`config.mk`:
```
export PLATFORM = sky130hd
export DESIGN_NAME = osu_stack_unit
export DESIGN_NICKNAME = d
export VERILOG_FILES = /design/src/inc/osu_pkg.sv /design/src/osu_field_unit.sv /design/src/osu_bcd_unit.sv /design/src/osu_stack_unit.sv
export SDC_FILE = /design/constraint.sdc
export NUM_CORES = 2
export LEC_CHECK = 0
export BUFFER_PORTS_ARGS = -buffer_cell sky130_fd_sc_hd__buf_2
export CAP_MARGIN = 20
export CORE_MARGIN = 2
export CORE_UTILIZATION = 40
export DETAILED_ROUTE_END_ITERATION = 10
export REMOVE_ABC_BUFFERS = 1
export SKIP_CTS_REPAIR_TIMING = 1
export SYNTH_ARGS = -nofsm -noshare
export SYNTH_HDL_FRONTEND = slang
export SYNTH_SLANG_ARGS = --single-unit
```
`constraint.sdc`:
```
create_clock -name ref_clk -period 36.8 [get_ports ref_clk]
set_input_delay 0 -clock ref_clk [delete_from_list [all_inputs] [get_ports ref_clk]]
set_output_delay 0 -clock ref_clk [all_outputs]
set_load 0.02 [all_outputs]
```
`src/inc/osu_pkg.sv`:
```
// shared types and constants for the operand types and stack unit
package osu_pkg;

   // operand sizes
   typedef enum logic [1:0] {
      OSU_SZ_BYTE = 2'h0,
      OSU_SZ_WORD = 2'h1,
      OSU_SZ_DWORD = 2'h2
   } osu_size_t;

   // operations offered on the command port
   typedef enum logic [3:0] {
      OSU_OP_PUSH = 4'h0,
      OSU_OP_POP = 4'h1,
      OSU_OP_JSR = 4'h2,
      OSU_OP_ENTER = 4'h3,
      OSU_OP_BOOL = 4'h4,
      OSU_OP_EXT = 4'h5,
      OSU_OP_INS = 4'h6,
      OSU_OP_BCD = 4'h7,
      OSU_OP_SETSP = 4'h8,
      OSU_OP_SEXT = 4'h9
   } osu_op_t;

   // one command from the sequencer
   typedef struct packed {
      osu_op_t op;
      osu_size_t size;
      logic [31:0] data;
      logic [31:0] target;
      logic [7:0] reg_mask;
      logic [63:0] field_base;
      logic [4:0] field_off;
      logic [5:0] field_len;
   } osu_cmd_t;

   // one memory request, data right-justified, byte 0 at addr
   typedef struct packed {
      logic we;
      logic [31:0] addr;
      osu_size_t size;
      logic [3:0][7:0] wbytes;
   } osu_mem_req_t;

   // reset values and widths
   localparam logic [31:0] OSU_SP_RESET = 32'h0000_0000;
   localparam logic [31:0] OSU_PC_RESET = 32'h0000_0000;
   localparam int OSU_NUM_REGS = 8;
   localparam int OSU_BCD_DIGITS = 8;
   localparam logic [5:0] OSU_FIELD_MAX = 6'h20;
   localparam logic [3:0] OSU_BCD_RADIX = 4'ha;

   // item length in bytes for a size code
   function automatic logic [31:0] osu_len(input osu_size_t s);
      unique case (s)
         OSU_SZ_BYTE: osu_len = 32'h1;
         OSU_SZ_WORD: osu_len = 32'h2;
         default: osu_len = 32'h4;
      endcase
   endfunction : osu_len

endpackage : osu_pkg

```
`src/osu_field_unit.sv`:
```
// bit-field extract and insert over a two-word window
`timescale 1ns/100ps
`default_nettype none
module osu_field_unit import osu_pkg::*; (
   // field window and placement
   input wire logic [63:0] base,
   input wire logic [4:0] off,
   input wire logic [5:0] len,
   // value to insert
   input wire logic [31:0] ins_val,
   // results
   output logic [31:0] ext_val,
   output logic [63:0] ins_word,
   output logic len_ok
);
   logic [63:0] mask; // ones over the field, low aligned
   logic [63:0] shifted; // window moved down to the field start

   // field mask and both results, any bit alignment
   always_comb begin
      len_ok = (len != 6'h0) && (len <= OSU_FIELD_MAX);
      mask = (64'h1 << len) - 64'h1;
      shifted = base >> off;
      ext_val = shifted[31:0] & mask[31:0];
      ins_word = (base & ~(mask << off)) | (({32'h0, ins_val} & mask) << off);
   end
endmodule : osu_field_unit
`default_nettype wire

```
`src/osu_bcd_unit.sv`:
```
// packed bcd check and conversion to binary
`timescale 1ns/100ps
`default_nettype none
module osu_bcd_unit import osu_pkg::*; (
   // packed operand and its size
   input wire logic [31:0] bcd,
   input wire osu_size_t size,
   // results
   output logic valid,
   output logic [31:0] bin
);
   logic [3:0] ndig; // digits held by this size
   logic [OSU_BCD_DIGITS-1:0] dig_ok; // one flag per nibble

   genvar g;
   generate
      for (g = 0; g < OSU_BCD_DIGITS; g++) begin : g_dig
         assign dig_ok[g] = (bcd[g*4 +: 4] < OSU_BCD_RADIX) || (4'(g) >= ndig);
      end
   endgenerate

   // unsigned value, most significant digit first
   always_comb begin
      // 2, 4 or 8 digits by size
      unique case (size)
         OSU_SZ_BYTE: ndig = 4'h2;
         OSU_SZ_WORD: ndig = 4'h4;
         default: ndig = 4'h8;
      endcase
      valid = &dig_ok;
      bin = 32'h0;
      // unsigned, 0 to 99 / 9999 / 99999999
      for (int i = OSU_BCD_DIGITS - 1; i >= 0; i--) begin
         if (4'(i) < ndig) begin
            bin = 32'(bin * 32'd10) + {28'h0, bcd[i*4 +: 4]};
         end
      end
   end
endmodule : osu_bcd_unit
`default_nettype wire

```
`src/osu_stack_unit.sv`:
```
// operand formats and dual stack pointer engine with memory port
// Notes on behaviour
// - booleans are integers: one true, zero false
// - bit fields 1..32 bits, any alignment
// - each bcd digit is four bits
// - bcd sizes: 2, 4, 8 digits
// - bcd unsigned up to 99, 9999, 99999999
// - user and interrupt pointers, mode selects
// - push: decrement pointer, then write
// - pop: read at pointer, then increment
// - top-of-stack operands use push and pop
// - subroutine jump pushes pc first
// - entry pushes frame pointer and named registers
// - least significant byte at lowest address
// - 8/16/32-bit integers, two's complement signed
`timescale 1ns/100ps
`default_nettype none
module osu_stack_unit import osu_pkg::*; (
   // clock and reset
   input wire logic ref_clk,
   input wire logic srst,
   // command port
   input wire logic cmd_valid,
   input wire osu_cmd_t cmd,
   output logic cmd_ready,
   // processor context
   input wire logic mode_intr,
   input wire logic [31:0] pc_in,
   input wire logic [31:0] frame_ptr,
   input wire logic [OSU_NUM_REGS-1:0][31:0] gen_regs,
   // results
   output logic done,
   output logic [31:0] result,
   output logic flag,
   output logic [31:0] pc_out,
   output logic [31:0] first_stack_pointer,
   output logic [31:0] second_stack_pointer,
   // memory port
   output logic mem_req,
   output osu_mem_req_t mem_cmd,
   input wire logic [31:0] mem_rdata,
   input wire logic mem_ack
);

   // main sequencer states
   typedef enum logic [2:0] {
      ST_IDLE = 3'h0,
      ST_WRITE = 3'h1,
      ST_READ = 3'h2,
      ST_ENTER = 3'h3,
      ST_DONE = 3'h4
   } osu_state_t;

   osu_state_t state_ff, nxt_state; // sequencer state
   osu_cmd_t cmd_ff, nxt_cmd; // command being served
   logic [31:0] usp_ff, nxt_usp; // user stack pointer
   logic [31:0] isp_ff, nxt_isp; // interrupt stack pointer
   logic [31:0] pc_ff, nxt_pc; // program counter result
   logic [31:0] res_ff, nxt_res; // operation result
   logic flag_ff, nxt_flag; // status flag of last operation
   logic done_ff, nxt_done; // one-cycle completion pulse
   logic ready_ff, nxt_ready; // command acceptance
   logic req_ff, nxt_req; // memory request pending
   osu_mem_req_t mreq_ff, nxt_mreq; // memory request body
   logic [OSU_NUM_REGS-1:0] todo_ff, nxt_todo; // registers still to push
   logic intr_ff, nxt_intr; // mode latched with the command

   logic [31:0] ext_val; // extracted field
   logic [63:0] ins_word; // window with field inserted
   logic len_ok; // field length legal
   logic bcd_ok; // all digits in range
   logic [31:0] bcd_bin; // bcd value in binary

   // bit-field helper
   osu_field_unit u_field (
      .base(cmd_ff.field_base),
      .off(cmd_ff.field_off),
      .len(cmd_ff.field_len),
      .ins_val(cmd_ff.data),
      .ext_val(ext_val),
      .ins_word(ins_word),
      .len_ok(len_ok)
   );

   // bcd helper
   osu_bcd_unit u_bcd (
      .bcd(cmd_ff.data),
      .size(cmd_ff.size),
      .valid(bcd_ok),
      .bin(bcd_bin)
   );

   // lowest-numbered register still waiting to be pushed
   function automatic logic [2:0] first_set(input logic [OSU_NUM_REGS-1:0] m);
      logic [2:0] idx;
      idx = 3'h0;
      for (int i = OSU_NUM_REGS - 1; i >= 0; i--) begin
         if (m[i]) begin
            idx = 3'(i);
         end
      end
      return idx;
   endfunction : first_set

   function automatic logic [3:0][7:0] to_lanes(input logic [31:0] v, input osu_size_t s);
      logic [3:0][7:0] b;
      // byte 0 goes to the lowest address
      for (int i = 0; i < 4; i++) begin
         b[i] = (32'(i) < osu_len(s)) ? v[i*8 +: 8] : 8'h0;
      end
      return b;
   endfunction : to_lanes

   // read data trimmed to the item size, zero extended
   function automatic logic [31:0] trim(input logic [31:0] v, input osu_size_t s);
      unique case (s)
         OSU_SZ_BYTE: trim = {24'h0, v[7:0]};
         OSU_SZ_WORD: trim = {16'h0, v[15:0]};
         default: trim = v;
      endcase
   endfunction : trim

   // next-state logic for the whole sequencer
   always_comb begin
      logic [31:0] sp_cur;
      logic [31:0] sp_dec;
      logic [2:0] ridx;
      sp_cur = 32'h0;
      sp_dec = 32'h0;
      ridx = 3'h0;
      nxt_state = state_ff;
      nxt_cmd = cmd_ff;
      nxt_usp = usp_ff;
      nxt_isp = isp_ff;
      nxt_pc = pc_ff;
      nxt_res = res_ff;
      nxt_flag = flag_ff;
      nxt_done = 1'b0;
      nxt_ready = ready_ff;
      nxt_req = req_ff;
      nxt_mreq = mreq_ff;
      nxt_todo = todo_ff;
      nxt_intr = intr_ff;
      sp_cur = intr_ff ? isp_ff : usp_ff;
      unique case (state_ff)
         // wait for a command
         ST_IDLE: begin
            if (cmd_valid) begin
               nxt_cmd = cmd;
               nxt_intr = mode_intr;
               nxt_ready = 1'b0;
               unique case (cmd.op)
                  OSU_OP_PUSH, OSU_OP_JSR, OSU_OP_ENTER: nxt_state = ST_WRITE;
                  OSU_OP_POP: nxt_state = ST_READ;
                  // datatype work takes one cycle in done
                  default: nxt_state = ST_DONE;
               endcase
               if (cmd.op == OSU_OP_JSR) begin
                  // the return pc is the pushed item
                  nxt_cmd.data = pc_in;
                  nxt_cmd.size = OSU_SZ_DWORD;
               end
               if (cmd.op == OSU_OP_ENTER) begin
                  // frame pointer first, then named registers
                  nxt_cmd.data = frame_ptr;
                  nxt_cmd.size = OSU_SZ_DWORD;
                  nxt_todo = cmd.reg_mask;
               end
            end
         end
         // decrement the pointer, then issue the write
         ST_WRITE: begin
            // pointer moves down before the write
            sp_dec = sp_cur - osu_len(cmd_ff.size);
            if (intr_ff) begin
               nxt_isp = sp_dec;
            end else begin
               nxt_usp = sp_dec;
            end
            nxt_req = 1'b1;
            nxt_mreq.we = 1'b1;
            nxt_mreq.addr = sp_dec;
            nxt_mreq.size = cmd_ff.size;
            nxt_mreq.wbytes = to_lanes(cmd_ff.data, cmd_ff.size);
            nxt_state = ST_ENTER;
         end
         // wait for the write; entry walks its register list
         ST_ENTER: begin
            if (mem_ack) begin
               nxt_req = 1'b0;
               if ((cmd_ff.op == OSU_OP_ENTER) && (todo_ff != '0)) begin
                  ridx = first_set(todo_ff);
                  nxt_todo[ridx] = 1'b0;
                  nxt_cmd.data = gen_regs[ridx];
                  nxt_state = ST_WRITE;
               end else begin
                  nxt_state = ST_DONE;
               end
            end
         end
         // read at the pointer, then increment
         ST_READ: begin
            if (!req_ff) begin
               nxt_req = 1'b1;
               nxt_mreq.we = 1'b0;
               nxt_mreq.addr = sp_cur;
               nxt_mreq.size = cmd_ff.size;
               nxt_mreq.wbytes = '0;
            end else if (mem_ack) begin
               // read first, pointer moves up after
               nxt_req = 1'b0;
               nxt_res = trim(mem_rdata, cmd_ff.size);
               if (intr_ff) begin
                  nxt_isp = isp_ff + osu_len(cmd_ff.size);
               end else begin
                  nxt_usp = usp_ff + osu_len(cmd_ff.size);
               end
               nxt_state = ST_DONE;
            end
         end
         // finish: compute datatype results, pulse done
         ST_DONE: begin
            nxt_done = 1'b1;
            nxt_ready = 1'b1;
            nxt_flag = 1'b1;
            nxt_state = ST_IDLE;
            unique case (cmd_ff.op)
               OSU_OP_BOOL: begin
                  // nonzero integer reads as true = 1
                  nxt_res = (trim(cmd_ff.data, cmd_ff.size) != 32'h0) ? 32'h1 : 32'h0;
               end
               OSU_OP_EXT: begin
                  // field read at any bit offset
                  nxt_res = ext_val;
                  nxt_flag = len_ok;
               end
               OSU_OP_INS: begin
                  // low word of the updated window
                  nxt_res = ins_word[31:0];
                  nxt_flag = len_ok;
               end
               OSU_OP_BCD: begin
                  // unsigned decimal value, flag says digits valid
                  nxt_res = bcd_bin;
                  nxt_flag = bcd_ok;
               end
               OSU_OP_SEXT: begin
                  unique case (cmd_ff.size)
                     OSU_SZ_BYTE: nxt_res = {{24{cmd_ff.data[7]}}, cmd_ff.data[7:0]};
                     OSU_SZ_WORD: nxt_res = {{16{cmd_ff.data[15]}}, cmd_ff.data[15:0]};
                     default: nxt_res = cmd_ff.data;
                  endcase
               end
               OSU_OP_SETSP: begin
                  // explicit load of the active pointer
                  if (intr_ff) begin
                     nxt_isp = cmd_ff.data;
                  end else begin
                     nxt_usp = cmd_ff.data;
                  end
               end
               OSU_OP_JSR: begin
                  // control moves only after the push
                  nxt_pc = cmd_ff.target;
               end
               OSU_OP_PUSH, OSU_OP_ENTER: nxt_res = sp_cur;
               // pop result was captured on the read
               default: nxt_res = res_ff;
            endcase
         end
         // state codes 5..7 are unused; recover to idle
         default: begin
            nxt_state = ST_IDLE;
            nxt_req = 1'b0;
            nxt_ready = 1'b1;
         end
      endcase
   end

   // sequencer registers, synchronous reset
   always_ff @(posedge ref_clk) begin
      if (srst) begin
         state_ff <= ST_IDLE;
         cmd_ff <= '0;
         usp_ff <= OSU_SP_RESET;
         isp_ff <= OSU_SP_RESET;
         pc_ff <= OSU_PC_RESET;
         res_ff <= 32'h0;
         flag_ff <= 1'b0;
         done_ff <= 1'b0;
         ready_ff <= 1'b1;
         req_ff <= 1'b0;
         mreq_ff <= '0;
         todo_ff <= '0;
         intr_ff <= 1'b0;
      end else begin
         state_ff <= nxt_state;
         cmd_ff <= nxt_cmd;
         usp_ff <= nxt_usp;
         isp_ff <= nxt_isp;
         pc_ff <= nxt_pc;
         res_ff <= nxt_res;
         flag_ff <= nxt_flag;
         done_ff <= nxt_done;
         ready_ff <= nxt_ready;
         req_ff <= nxt_req;
         mreq_ff <= nxt_mreq;
         todo_ff <= nxt_todo;
         intr_ff <= nxt_intr;
      end
   end

   // outputs straight from flip-flops
   assign cmd_ready = ready_ff;
   assign done = done_ff;
   assign result = res_ff;
   assign flag = flag_ff;
   assign pc_out = pc_ff;
   assign first_stack_pointer = usp_ff;
   assign second_stack_pointer = isp_ff;
   assign mem_req = req_ff;
   assign mem_cmd = mreq_ff;

endmodule : osu_stack_unit
`default_nettype wire

```
After elaboration in Yosys (flattened, before gate mapping)
Cells that the tools add are included.
{"block": "op_classes", "add_sub_neg": 11, "multipliers": 7, "magnitude_cmp": 31, "n_eq_ne": 31, "shifts": 4, "n_mux": 91, "bitwise": 9, "n_reduce_logical": 39}
{"operator": "32-bit two-way mux", "count": 36}
{"operator": "32-bit case mux with 2 select lines", "count": 5}
{"operator": "32-bit by 4-bit adder with 32-bit output", "count": 7}
{"operator": "32-bit by 3-bit multiplier with 31-bit output, second input constant", "count": 6}
{"operator": "32-bit case mux with 3 select lines", "count": 2}
{"operator": "32-bit case mux with 6 select lines", "count": 1}
{"operator": "147-bit two-way mux", "count": 1}
{"operator": "67-bit case mux with 2 select lines", "count": 1}
{"operator": "64-bit by 5-bit << shifter with 32-bit output", "count": 2}
{"operator": "32-bit binary-select mux with 3-bit select", "count": 1}
{"operator": "34-bit two-way mux", "count": 2}
{"operator": "67-bit two-way mux", "count": 1}
{"operator": "32-bit adder", "count": 2}
{"operator": "32-bit bitwise AND", "count": 2}
{"operator": "32-bit by 64-bit bitwise AND with 64-bit output", "count": 1}
{"operator": "1-bit by 32-bit < comparator with 1-bit output, first input constant", "count": 2}
{"operator": "2-bit by 32-bit < comparator with 1-bit output, first input constant", "count": 2}
{"operator": "8-bit two-way mux", "count": 8}
{"operator": "1-bit by 6-bit << shifter with 64-bit output, first input constant", "count": 1}
{"operator": "64-bit by 5-bit right shift with 32-bit output", "count": 1}
{"operator": "64-bit by 1-bit subtractor with 64-bit output, second input constant", "count": 1}
{"operator": "3-bit two-way mux", "count": 16}
{"operator": "4-bit < comparator, second input constant", "count": 8}
{"operator": "32-bit inverter", "count": 1}
{"operator": "other kinds (51)", "count": 113}
{"block": "word_totals", "register_bits": 364, "input_bits": 510}

Longest topological paths before layout
{"block": "logic_depth", "depth_word": 27, "ltp_mapped": 76, "mapped_depth_nobuf": 75}

Cells and area by module
A second synthesis with hierarchy kept.
{"block": "unflattened", "hier_cells": 6022, "hier_area_um2": 43518.0}
{"module": "osu_stack_unit", "n_inst": 1, "cells_each": 2803, "area_each_um2": 21124.0, "seq_area_each_um2": 7126.8}
{"module": "osu_field_unit", "n_inst": 1, "cells_each": 1725, "area_each_um2": 11329.6, "seq_area_each_um2": 0.0}
{"module": "osu_bcd_unit", "n_inst": 1, "cells_each": 1494, "area_each_um2": 11064.4, "seq_area_each_um2": 0.0}

Worst setup path before layout
OpenSTA, ideal clock, no wires.
{"block": "synth_timing", "path_kind": "register to register", "from": "register cmd_ff[147] (netlist bit)", "to": "register res_ff[30], in the netlist result[30]", "setup_time_ps": 127, "t_arrival_ps": 15065, "setup_slack_ps": 21608, "path_stages_with_launch": 69, "n_path_buf": 4, "synth_period_minus_slack_ps": 15192, "cell_sequence": "dfxtp_1 or2_2 clkbuf_1 clkbuf_1 ha_1 clkbuf_1 buf_1 nor2_1 a21oi_1 inv_1 ha_1 ha_1 fa_1 xnor2_1 or3b_2 xnor2_1 o21a_1 ha_1 (+33 left out) a21o_1 or4_1 o21ai_1 xor2_1 nor3_1 xor2_1 ha_1 ha_1 a21oi_1 o21bai_1 a21oi_1 o21ai_4 xnor2_1 or3_1 nor3_1 xor2_1 a2111oi_0 o21ai_1"}
{"block": "synth_between", "elab_chain_cells": 27, "elab_cells_between_ends": 39}
{"element": "start: declaration", "line_no": "osu_stack_unit.sv:55", "rtl": "osu_cmd_t cmd_ff, nxt_cmd;"}
{"element": "start signal: assignment", "line_no": "osu_stack_unit.sv:298", "rtl": "cmd_ff <= nxt_cmd;"}
{"element": "2-bit by 1-bit equality test with 1-bit output or 2-bit logical NOT (tied branches)", "line_no": "osu_bcd_unit.sv:25, osu_stack_unit.sv:116, osu_stack_unit.sv:248"}
{"element": "4-bit case mux with 2 select lines", "line_no": "osu_bcd_unit.sv:25", "rtl": "unique case (size)"}
{"element": "3-bit by 4-bit < comparator with 1-bit output", "line_no": "osu_bcd_unit.sv:34", "rtl": "if (4'(i) < ndig) begin"}
{"element": "4-bit two-way mux", "line_no": "osu_bcd_unit.sv:34"}
{"element": "4-bit by 3-bit multiplier with 7-bit output", "line_no": "osu_bcd_unit.sv:35", "rtl": "bin = 32'(bin * 32'd10) + {28'h0, bcd[i*4 +: 4]};"}
{"element": "32-bit by 4-bit adder with 32-bit output", "line_no": "osu_bcd_unit.sv:35"}
{"element": "32-bit two-way mux", "line_no": "osu_bcd_unit.sv:34"}
{"element": "32-bit by 3-bit multiplier with 31-bit output", "line_no": "osu_bcd_unit.sv:35"}
{"element": "(+11 left out)"}
{"element": "32-bit by 3-bit multiplier with 31-bit output", "line_no": "osu_bcd_unit.sv:35"}
{"element": "32-bit by 4-bit adder with 32-bit output", "line_no": "osu_bcd_unit.sv:35"}
{"element": "32-bit two-way mux", "line_no": "osu_bcd_unit.sv:34"}
{"element": "32-bit by 3-bit multiplier with 31-bit output", "line_no": "osu_bcd_unit.sv:35"}
{"element": "32-bit by 4-bit adder with 32-bit output", "line_no": "osu_bcd_unit.sv:35"}
{"element": "32-bit two-way mux", "line_no": "osu_bcd_unit.sv:34"}
{"element": "32-bit case mux with 6 select lines", "line_no": "osu_stack_unit.sv:227", "rtl": "unique case (cmd_ff.op)"}
{"element": "32-bit case mux with 2 select lines *", "line_no": "osu_stack_unit.sv:145", "rtl": "unique case (state_ff)"}
{"element": "end signal: assignment", "line_no": "osu_stack_unit.sv:302", "rtl": "res_ff <= nxt_res;"}
{"element": "end: declaration", "line_no": "osu_stack_unit.sv:59", "rtl": "logic [31:0] res_ff, nxt_res;"}
Mark *: on every way between the ends. The rest lies on a longest branch, timed or not. The select of a mux whose other input is x is not followed.
A chain may end at the register's enable or synchronous reset.

Final worst setup path
{"block": "layout_timing", "from": "register cmd_ff[147] (netlist bit)", "to": "register res_ff[31], in the netlist result[31]"}
Same word-level chain as after synthesis.

==> results.py <==
metrics = {
    "critical_path": {
        "slowest_delay_ns": 0.97,
        "r2r-start": "cmd_ff[147]$_SDFFE_PP0P_",
        "critPathSlowestCell": "ha_1",
        "crit_path_frequent_cell": "ha_1",
        "path_class": "register to register",
        "worstPathRequired_ns": 37.26,
        "startpoint_type": "register",
        "crit_end": "result[31]$_SDFFE_PP0P_",
        "r2r_cells": 62,
        "crit_start": "cmd_ff[147]$_SDFFE_PP0P_",
        "cp.arrival_ns": 18.92,
        "regToRegSetupSlack_ns": 18.34,
        "r2r_end": "result[31]$_SDFFE_PP0P_",
        "critPathCaptureType": "register",
        "path_max_fanout": 29,
    },
    "synthesis": {
        "synthCells": 5278,
        "synth_top_area_frac": 0.189,
        "synth_seq_cells": 355,
        "synth_ff_type": "dfxtp_1",
        "synth_sequential_area_ratio": 0.189,
        "async_flop_share": 0,
        "synth_area_per_cell_um2": 7.12,
        "synth_common_cells": "nand2_1 (774), a21oi_1 (555), nor2_1 (498), o21ai_0 (379), dfxtp_1 (355)",
        "yosys.area.top_type": "dfxtp_1",
        "synth.most_common_cell": "nand2_1",
        "synth_area_leaders": "dfxtp_1 (19%), ha_1 (8.4%), nand2_1 (7.7%), a21oi_1 (7.4%), mux2i_1 (5.4%)",
        "synth.distinct_cells": 112,
        "netlist_area_um2": 37600,
        "yosysWarnings": 0,
        "synth_edf_count": 0,
    },
    "run_status": {
        "status": "finished, violations left",
        "violations": "hold timing",
    },
    "final_layout": {
        "fin_util": 0.485,
        "fillCellCount": 9523,
        "layout.area.seq_um2": 7120,
        "multi_input_area_um2": 28700,
        "drive_gt1_frac": 0.180,
        "nets": 6671,
        "syn_to_final_growth_pct": 20.1,
    },
    "sta": {
        "setup_viol_count_final": 0,
        "period_share": 0.502,
        "min_period_ns": 18.46,
        "holdWs_ns": -0.0549,
        "finalSetupTns_ns": 0,
        "slew_headroom": 0.187,
        "max_freq_mhz": 54.2,
        "rsz0062_at_grt": "no",
        "finalClockSkew_ns": 0.0159,
        "worstMarginPinSlew_ns": 1.22,
        "finalHoldViolations": 12,
        "slew_violations": 0,
    },
    "floorplan": {
        "dieArea_um2": 96500,
        "rows": 112,
        "dieWidth_um": 311,
        "core_um2": 93200,
        "ioPinCount": 709,
        "initial_core_util": 0.403,
        "die_h_um": 311,
    },
    "detailed_routing": {
        "via_per_inst": 6.13,
        "detail-route-antenna-nets": 0,
        "dr.pass1.iters": 7,
        "wire_per_inst_um": 27.0,
        "via_count": 44198,
        "routed_wl_um": 195000,
        "drc": 0,
        "drt_iter0_markers": 4646,
    },
    "power": {
        "p_leak_nw": 18.8,
        "p_sw_mw": 1.59,
        "irDropWorstVdd_mv": 0.0981,
        "sw_frac_of_total": 0.526,
        "seqPwrFrac": 0.152,
        "p_int_mw": 1.44,
        "combPwrFrac": 0.700,
        "power-per-cell-area_nw_per_um2": 67.1,
        "clkPwrFrac": 0.148,
    },
    "placement": {
        "finalWeightedCongestion": 1.05,
        "numPortBuffers": 707,
        "hpwl_um": 152000,
    },
    "global_route": {
        "antenna_found_initial": 51,
        "grt_pass1_vias": 40495,
        "globalRouteOverflowTotal": 0,
        "grt_pass1_wl_um": 279000,
        "grt_use_total": 0.382,
        "grt_max_degree": 100,
    },
    "job": {
        "drv_cap": 0,
    },
    "clocking": {
        "tritoncts": "built",
        "clkLatencyLatePin_ns": 0.60,
        "htree_levels": 2,
        "clkTransAtPathRegs_ns": 0.07,
        "cts_buffer_depth": 3,
        "root_buffer": "clkbuf_16",
        "clock-sinks": 355,
        "numCtsBuffers": 43,
    },
    "worst_hold_path": {
        "hold_path_class": "input pin to register",
    },
}
==> cells by family after synthesis <==
family,Yosys count,share of synthesized area
adders and majority gates,270,0.0930
AOI/OAI and AO/OA,1663,0.275
buffers and inverters,509,0.0514
other,1,0.0000997
and+or+nand+nor,1911,0.231
DFF,355,0.189
muxes,299,0.0970
xor gates and xnor gates,270,0.0635
==> stage by stage <==
stage          cell area, um^2  std cells  setup WS, ns  total power [mW]  hold WS, ns
2_1_floorplan            36100       4886         21.75              1.94       0.0691
3_3_place_gp             42000       6937         18.82              2.50        0.236
3_5_place_dp             42000       6937         18.56              2.51        0.237
4_1_cts                  43400       7017         18.50              2.97       -0.386
5_1_grt                  45100       7195         17.16              3.25      0.00102
6_report                 45200       7212         18.34              3.03      -0.0549
==> per-layer routing <==
layer / global-route usage / vias up / part of all wire
li1: - / 20469 / -
met1: 0.493 / 21122 / 0.41
met2: 0.597 / 2117 / 0.44
met3: 0.0888 / 464 / 0.090
met4: 0.191 / 26 / 0.060
met5: 0 / - / 0.00088
==> layout by cell type, fill, tap and decap left out, drive strengths merged, types with 20 or more instances in the layout <==
master,instances
nor2,499
a21o,49
or2,37
and3,53
dlygate4sd3,163
nand3,130
nor2b,47
xnor2,156
a21oi,555
nand2,774
nand4,38
a31oi,72
dfxtp,355
a221oi,33
o21ai,406
mux2,47
buf,797
diode,31
nor3,128
nor4,43
a211oi,119
mux2i,205
a22oi,102
clkbuf,58
o221ai,22
o21a,37
and2,39
mux4,47
o31ai,20
o211ai,50
nand2b,34
inv,114
ha,253
xor2,113
==> how the worst min path moves through the flow <==
stage                         from                        to  depth (start not counted)
final                     cmd[136]  cmd_ff[136]$_SDFFE_PP0P_                          5
after CTS                   cmd[8]    cmd_ff[8]$_SDFFE_PP0P_                          3
after global routing      cmd[136]  cmd_ff[136]$_SDFFE_PP0P_                          5
after floorplan               srst    cmd_ff[0]$_SDFFE_PP0P_                          1
after global placement      cmd[7]    cmd_ff[7]$_SDFFE_PP0P_                          3
after detailed placement    cmd[7]    cmd_ff[7]$_SDFFE_PP0P_                          3
==> worst max-delay path, delay by kind of cell (launching register included) <==
family	cells	cell delay [ns]
xor+xnor	9	1.78
fa+ha+maj	13	4.90
compound gates	17	3.82
flops	1	0.54
buf+inv	2	0.49
simple gates	21	6.77
==> sequential cells by signal, summed over array words and instances (netlist names) <==
name,cells
done,1
cmd_ff,144
cmd_ready,1
result,32
pc_out,32
intr_ff,1
flag,1
first_stack_pointer,32
mem_cmd,67
state_ff,3
second_stack_pointer,32
todo_ff,8
mem_req,1
==> power groups by stage <==
stage | combinational (mW) | sequential [mW] | clock (mW)
floorplan | 1.46 | 0.478 | 0
global placement | 2.03 | 0.466 | 0
detailed placement | 2.04 | 0.467 | 0
CTS | 2.06 | 0.458 | 0.453
global route | 2.32 | 0.463 | 0.468
finish | 2.12 | 0.460 | 0.448
==> cell type report <==
type / instances / area share
antenna: 31 / 0.00172
clock buffer: 57 / 0.0261
clock inverter: 23 / 0.00546
inverter: 114 / 0.00948
multi-input combinational: 4417 / 0.635
sequential: 355 / 0.158
tap: 1254 / 0.0347
timing repair buffer: 961 / 0.130
(Power assumes the default switching activity.)
